==> src/sdsl_consts.vh <==
// constants for the synthesizer divider and serial load block
// assumes one 250 MHz system clock; all pins enter unsynchronised
`ifndef SDSL_CONSTS_VH
`define SDSL_CONSTS_VH

// ----------------------------------------------------------------
// serial word
// ----------------------------------------------------------------
`define SDSL_WORD_W       24
`define SDSL_SEL_HI       1
`define SDSL_SEL_LO       0
`define SDSL_SEL_CONTROL  2'h0
`define SDSL_SEL_REFDIV   2'h1
`define SDSL_SEL_FEEDBACK 2'h2
`define SDSL_SEL_TEST     2'h3

// ----------------------------------------------------------------
// control latch fields
// ----------------------------------------------------------------
`define SDSL_PRE_HI       23
`define SDSL_PRE_LO       22
`define SDSL_PD2_BIT      21
`define SDSL_PD1_BIT      20
`define SDSL_TRISTATE_BIT 9
`define SDSL_MUX_HI       7
`define SDSL_MUX_LO       5
`define SDSL_CRESET_BIT   4

// ----------------------------------------------------------------
// divider latch fields
// ----------------------------------------------------------------
`define SDSL_B_HI         20
`define SDSL_B_LO         8
`define SDSL_A_HI         6
`define SDSL_A_LO         2
`define SDSL_R_HI         15
`define SDSL_R_LO         2

// ----------------------------------------------------------------
// prescaler and observe encodings
// ----------------------------------------------------------------
`define SDSL_PRE_8        2'h0
`define SDSL_PRE_16       2'h1
`define SDSL_MOD_8        6'h08
`define SDSL_MOD_16       6'h10
`define SDSL_MOD_32       6'h20
`define SDSL_MUX_LOCK     3'h1
`define SDSL_MUX_FBDIV    3'h2
`define SDSL_MUX_REFDIV   3'h4

// ----------------------------------------------------------------
// reset values
// ----------------------------------------------------------------
`define SDSL_RST_WORD     24'h000000
`define SDSL_RST_B        13'h0003
`define SDSL_RST_R        14'h0001

`endif

==> src/sdsl_synth.v <==
// digital section of an integer-n synthesizer: serial load, latches,
// dual-modulus feedback divider, reference divider, power-down, observe mux
// assumes every pin input is asynchronous to clk_sys; vco and reference
// inputs are sampled here, so they must stay well below clk_sys / 2
`timescale 1ns/1ps
`include "sdsl_consts.vh"

module sdsl_synth #(
    parameter WORD_W = `SDSL_WORD_W
) (
    input  wire clk_sys,
    input  wire reset_n,
    input  wire serialClock,
    input  wire serialData,
    input  wire load_strobe,
    input  wire chipEnable,
    input  wire reference_input,
    input  wire vcoInput,
    input  wire lockDetectIn,
    output reg  observe_output,
    output reg  pumpOutputEnable,
    output reg  ref_series_switch_a,
    output reg  ref_series_switch_b,
    output reg  ref_shunt_switch,
    output reg  powerDown
);

    // ----------------------------------------------------------------
    // reset release and pin synchronisers
    // ----------------------------------------------------------------
    reg [1:0] rstSync_q;
    wire      rst_n = rstSync_q[1];

    always @(posedge clk_sys or negedge reset_n) begin
        if (!reset_n) begin
            rstSync_q <= 2'h0;
        end else begin
            rstSync_q <= {rstSync_q[0], 1'b1};
        end
    end

    // stage 0 and 1 synchronise; stage 2 only feeds edge detection
    reg [2:0] sclk_q, strb_q, ref_q, vco_q;
    reg [1:0] data_q, ce_q, lock_q;

    always @(posedge clk_sys or negedge rst_n) begin
        if (!rst_n) begin
            sclk_q <= 3'h0;
            strb_q <= 3'h0;
            ref_q  <= 3'h0;
            vco_q  <= 3'h0;
            data_q <= 2'h0;
            ce_q   <= 2'h0;
            lock_q <= 2'h0;
        end else begin
            sclk_q <= {sclk_q[1:0], serialClock};
            strb_q <= {strb_q[1:0], load_strobe};
            ref_q  <= {ref_q[1:0], reference_input};
            vco_q  <= {vco_q[1:0], vcoInput};
            data_q <= {data_q[0], serialData};
            ce_q   <= {ce_q[0], chipEnable};
            lock_q <= {lock_q[0], lockDetectIn};
        end
    end

    wire sclkRise = sclk_q[1] & ~sclk_q[2];
    wire strbRise = strb_q[1] & ~strb_q[2];
    wire refRise  = ref_q[1] & ~ref_q[2];
    wire vcoRise  = vco_q[1] & ~vco_q[2];

    // ----------------------------------------------------------------
    // shift register and latches
    // ----------------------------------------------------------------
    reg [WORD_W-1:0] shift_q;
    reg [WORD_W-1:0] ctrlLatch_q, refLatch_q, fbLatch_q, testLatch_q;
    wire [1:0] latchSel = {shift_q[`SDSL_SEL_HI], shift_q[`SDSL_SEL_LO]};

    always @(posedge clk_sys or negedge rst_n) begin
        if (!rst_n) begin
            shift_q     <= `SDSL_RST_WORD;
            ctrlLatch_q <= `SDSL_RST_WORD;
            refLatch_q  <= `SDSL_RST_WORD;
            fbLatch_q   <= `SDSL_RST_WORD;
            testLatch_q <= `SDSL_RST_WORD;
        end else begin
            if (sclkRise) begin
                shift_q <= {shift_q[WORD_W-2:0], data_q[1]};
            end
            if (strbRise) begin
                case (latchSel)
                    `SDSL_SEL_CONTROL:  ctrlLatch_q <= shift_q;
                    `SDSL_SEL_REFDIV:   refLatch_q  <= shift_q;
                    `SDSL_SEL_FEEDBACK: fbLatch_q   <= shift_q;
                    // test latch is kept but steers nothing
                    default:            testLatch_q <= shift_q;
                endcase
            end
        end
    end

    // ----------------------------------------------------------------
    // decoded settings
    // ----------------------------------------------------------------
    wire [1:0]  preSel  = ctrlLatch_q[`SDSL_PRE_HI:`SDSL_PRE_LO];
    wire [2:0]  muxSel  = ctrlLatch_q[`SDSL_MUX_HI:`SDSL_MUX_LO];
    wire        cntHold = ctrlLatch_q[`SDSL_CRESET_BIT];
    wire [12:0] bPreset = fbLatch_q[`SDSL_B_HI:`SDSL_B_LO];
    wire [4:0]  aPreset = fbLatch_q[`SDSL_A_HI:`SDSL_A_LO];
    wire [13:0] rPreset = refLatch_q[`SDSL_R_HI:`SDSL_R_LO];

    // 11 also gives 32/33: the setting has no other meaning here
    function [5:0] modulus;
        input [1:0] sel;
        begin
            case (sel)
                `SDSL_PRE_8:  modulus = `SDSL_MOD_8;
                `SDSL_PRE_16: modulus = `SDSL_MOD_16;
                default:      modulus = `SDSL_MOD_32;
            endcase
        end
    endfunction

    wire powerDown_d = ~ce_q[1] | ctrlLatch_q[`SDSL_PD1_BIT];
    wire divHold     = powerDown_d | cntHold;

    // ----------------------------------------------------------------
    // feedback divider: prescaler with a and b counters
    // ----------------------------------------------------------------
    reg [5:0]  preCnt_q;
    reg [4:0]  aCnt_q;
    reg [12:0] bCnt_q;
    reg        fbPulse_q;
    wire [5:0] curMod  = (aCnt_q != 5'h00) ? modulus(preSel) + 6'h01
                                           : modulus(preSel);
    // >= so a smaller modulus written mid-count cannot run past the compare
    wire       preOut  = vcoRise & (preCnt_q >= curMod - 6'h01);

    always @(posedge clk_sys or negedge rst_n) begin
        if (!rst_n) begin
            preCnt_q  <= 6'h00;
            aCnt_q    <= 5'h00;
            bCnt_q    <= `SDSL_RST_B;
            fbPulse_q <= 1'b0;
        end else if (divHold) begin
            preCnt_q  <= 6'h00;
            aCnt_q    <= aPreset;
            bCnt_q    <= bPreset;
            fbPulse_q <= 1'b0;
        end else begin
            fbPulse_q <= 1'b0;
            if (vcoRise) begin
                preCnt_q <= preOut ? 6'h00 : preCnt_q + 6'h01;
            end
            if (preOut) begin
                // total count is a*(p+1) + (b-a)*p = b*p + a
                if (bCnt_q <= 13'h0001) begin
                    aCnt_q    <= aPreset;
                    bCnt_q    <= bPreset;
                    fbPulse_q <= 1'b1;
                end else begin
                    bCnt_q <= bCnt_q - 13'h0001;
                    if (aCnt_q != 5'h00) begin
                        aCnt_q <= aCnt_q - 5'h01;
                    end
                end
            end
        end
    end

    // ----------------------------------------------------------------
    // reference divider
    // ----------------------------------------------------------------
    reg [13:0] rCnt_q;
    reg        refPulse_q;

    always @(posedge clk_sys or negedge rst_n) begin
        if (!rst_n) begin
            rCnt_q     <= 14'h0000;
            refPulse_q <= 1'b0;
        end else if (divHold) begin
            rCnt_q     <= 14'h0000;
            refPulse_q <= 1'b0;
        end else begin
            refPulse_q <= 1'b0;
            if (refRise) begin
                // ratio 0 is treated as 1 rather than stalling
                if (rCnt_q + 14'h0001 >= rPreset) begin
                    rCnt_q     <= 14'h0000;
                    refPulse_q <= 1'b1;
                end else begin
                    rCnt_q <= rCnt_q + 14'h0001;
                end
            end
        end
    end

    // ----------------------------------------------------------------
    // outputs
    // ----------------------------------------------------------------
    reg observe_d;

    always @* begin
        case (muxSel)
            `SDSL_MUX_LOCK:   observe_d = lock_q[1];
            `SDSL_MUX_FBDIV:  observe_d = fbPulse_q;
            `SDSL_MUX_REFDIV: observe_d = refPulse_q;
            default:          observe_d = 1'b0;
        endcase
    end

    always @(posedge clk_sys or negedge rst_n) begin
        if (!rst_n) begin
            observe_output      <= 1'b0;
            pumpOutputEnable    <= 1'b0;
            ref_series_switch_a <= 1'b0;
            ref_series_switch_b <= 1'b0;
            ref_shunt_switch    <= 1'b1;
            powerDown           <= 1'b1;
        end else begin
            observe_output      <= observe_d;
            pumpOutputEnable    <= ~powerDown_d &
                                   ~ctrlLatch_q[`SDSL_TRISTATE_BIT];
            ref_series_switch_a <= ~powerDown_d;
            ref_series_switch_b <= ~powerDown_d;
            ref_shunt_switch    <= powerDown_d;
            powerDown           <= powerDown_d;
        end
    end

endmodule // sdsl_synth

==> config.mk <==
export PLATFORM = sky130hd
export DESIGN_NAME = sdsl_synth
export DESIGN_NICKNAME = d
export VERILOG_FILES = /design/src/sdsl_synth.v
export VERILOG_INCLUDE_DIRS = /design/src
export SDC_FILE = /design/constraint.sdc
export NUM_CORES = 1
export LEC_CHECK = 0
export ABC_AREA = 1
export BUFFER_PORTS_ARGS = -buffer_cell sky130_fd_sc_hd__buf_2
export CORE_UTILIZATION = 55
export CTS_BUF_LIST = sky130_fd_sc_hd__clkbuf_4 sky130_fd_sc_hd__clkbuf_8
export CTS_CLUSTER_DIAMETER = 120
export DETAILED_ROUTE_END_ITERATION = 7
export PLACE_DENSITY = 0.82
export SYNTH_ARGS = -nofsm -noshare
export SYNTH_HDL_FRONTEND = slang
export SYNTH_SLANG_ARGS = --single-unit
==> constraint.sdc <==
create_clock -name clk_sys -period 4.5 [get_ports clk_sys]
set_clock_uncertainty 0.15 [all_clocks]
set_input_delay 0.45 -clock clk_sys [delete_from_list [all_inputs] [get_ports clk_sys]]
set_output_delay 0.45 -clock clk_sys [all_outputs]
set_load 0.02 [all_outputs]
==> flow_summary.json <==
{
  "status": "completed",
  "numPortBuffers": 14,
  "hold_viol": 0,
  "grt_pass1_wl_um": 20700,
  "postRouteWirelength_um": 11800,
  "grt_util_all_layers_pct": 22.9,
  "drc": 0,
  "tightest_slew_ns": 1.12,
  "max_freq_mhz": 295,
  "worst_hold_slack_ns": 0.169,
  "drt_first_pass_iters": 5,
  "setup_violations": 0,
  "synth_fp_nets": 793,
  "dr_wl_met3_um": 428,
  "post-place-ws_ns": 1.12,
  "period_minus_slack_ns": 3.38,
  "startpoint_type": "register",
  "required_ns": 4.68,
  "synth_edf_count": 0,
  "rr_worst_depth": 18,
  "r2r_slack_ns": 1.12,
  "cts_hold_buf": 8,
  "hold_class": "input port to async pin",
  "ys_seq_elements": 128,
  "p_total_mw": 3.60,
  "maxCapViolCount": 0,
  "synth_top_cell_by_area": "dfrtp_1",
  "final_max_slew_viol_count": 0,
  "cts_buffer_depth": 2,
  "clk-insertion-delay-late_ns": 0.44,
  "ys_seq_area_share_pct": 51.5,
  "synthTopCellsByArea": "dfrtp_1 (50%), nand2_1 (14%), inv_1 (6.1%)",
  "r2r_start": "aCnt_q[0]",
  "drt.antenna.violating_nets": 0,
  "cts_tree": "built",
  "dp_hpwl_um": 8170,
  "post_cts_resize_count": 0,
  "cts_root_buf": "clkbuf_8",
  "grt.overflow.total": 0,
  "dp.cells": 892,
  "critical_path_peak_fanout": 20,
  "dieArea_um2": 11800,
  "ys_types": 30,
  "met1_length_um": 5440,
  "rr_endpoint": "aCnt_q[4]",
  "viasPerCell": 5.13,
  "first_iter_violations": 319,
  "yosysMostFrequentCell": "nand2_1",
  "fp.dieW_um": 108,
  "synthCells": 757,
  "netlist_area_um2": 6230,
  "final_cells": 932,
  "grt_pass1_vias": 4588,
  "tns_ns": 0,
  "clk_pin_slew_worst_paths_ns": 0.07,
  "wl_met2_um": 5740,
  "initial_utilization_pct": 57.0,
  "via_count": 4780,
  "netlist_top_cells_count": "nand2_1 (239), dfrtp_1 (125), inv_1 (102)",
  "synth_largest_type_area_fraction_pct": 50.2,
  "ys.flop_type": "dfrtp_1",
  "die_h_um": 108,
  "powerDensity_nw_per_um2": 523,
  "ys.warnings.count": 0,
  "area_delta_synth_final_pct": 10.3,
  "layout_setup_ws_ns": 1.12,
  "clock-sinks": 128,
  "htree_num_levels": 4,
  "nets": 815,
  "end_kind": "register",
  "core_area_um2": 10900,
  "num_rows": 38,
  "cts_buffers": 17,
  "leakage_nw": 3.52,
  "postSynthAreaPerCell_um2": 8.23,
  "drive_above_1_share_pct": 8.84,
  "cts_setup_buffers": 0,
  "irDropWorstVdd_uv": 314,
  "n_antenna_cell": 0,
  "rsz0062_at_grt": "no",
  "critical_path_class": "register to register",
  "io-pin-count": 15,
  "period_share_pct": 75.2,
  "max_slew_margin_pct": 25.4,
  "top_layer": "met4",
  "fillers": 903,
  "antenna_found_initial": 0,
  "place_congestion": 0.854,
  "grt_max_degree": 47,
  "avgRoutedWirePerCell_um": 12.7,
  "synthArstFlopShare_pct": 100,
  "worstPathArrival_ns": 3.57
}
[through the flow]
| stage | area, um2 | utilization [%] |
|---|---|---|
| after floorplan | 6230 | - |
| after global placement | 6380 | 58.3 |
| after detailed placement | 6380 | 58.3 |
| after CTS | 6880 | 62.9 |
| after global routing | 6880 | 62.9 |
| final | 6880 | 62.9 |
[critical path, stage by stage, from the launching register on]
cell,delay (ns)
dfrtp_1,0.35
inv_1,0.09
ha_1,0.20
nand3_1,0.17
inv_1,0.09
ha_1,0.19
xnor2_1,0.16
inv_1,0.06
ha_1,0.26
nand2_1,0.07
inv_1,0.04
a21oi_1,0.14
nand2_1,0.09
nand2_2,0.24
nand2_1,0.47
nand2_2,0.30
inv_2,0.09
nand2_1,0.06
nand2_1,0.05
[area by class of cell]
class                      count  area (um2)  area share [%]
clock buffer                  17         234            3.40
timing repair buffer          26         180            2.62
clock inverter                15         186            2.71
sequential                   128        3210            46.7
tap                          140         175            2.55
multi-input combinational    501        2500            36.3
inverter                     105         394            5.73
[placed cells by master, fill, tap and decap left out, drive strengths merged, types with 9 or more instances in the layout]
cell type,Yosys,layout
nand2,245,245
dfrtp,125,125
inv,105,108
o21ai,71,71
nor2,53,53
nand3,49,49
ha,27,27
buf,12,18
clkbuf,11,17
xor2,12,12
nand4,10,10
a21oi,9,9
[cell families after synthesis]
kind of cell	Yosys count	synth area share [%]
xor+xnor	20	2.81
fa+ha+maj	27	5.42
buf+inv	128	8.49
compound gates	81	6.52
simple gates	372	25.2
other cells	1	0.0602
flops	128	51.5
[how the worst max path moves through the flow]
stage | start | end | slack (ns) | cells past startpoint
3_3_place_gp | aCnt_q[0] | aCnt_q[4] | 1.29 | 18
2_1_floorplan | rstSync_q[1] | aCnt_q[0] | 0.53 | 0
3_5_place_dp | aCnt_q[0] | aCnt_q[4] | 1.12 | 18
5_1_grt | aCnt_q[0] | aCnt_q[4] | 0.71 | 18
4_1_cts | aCnt_q[0] | aCnt_q[4] | 1.12 | 18
6_report | aCnt_q[0] | aCnt_q[4] | 1.12 | 18
[layer usage]
| metal | track usage (%) | up-vias |
|---|---|---|
| li1 | - | 2405 |
| met2 | 37.3 | 93 |
| met1 | 29.3 | 2261 |
| met4 | 8.30 | 0 |
| met5 | 0 | - |
| met3 | 6.39 | 21 |
[where the power goes]
group	internal [mW]	switching [mW]
Combinational	0.373	0.683
Sequential	1.35	0.162
Clock	0.555	0.474
[flip-flops by register name, summed over array words and instances (netlist names), 3 cells and up]
signal	cells
aCnt_q	5
bCnt_q	13
ctrlLatch_q	8
fbLatch_q	18
preCnt_q	6
rCnt_q	14
refLatch_q	14
ref_q	3
sclk_q	3
shift_q	24
strb_q	3
vco_q	3
Power figures use the tool's default switching activity.
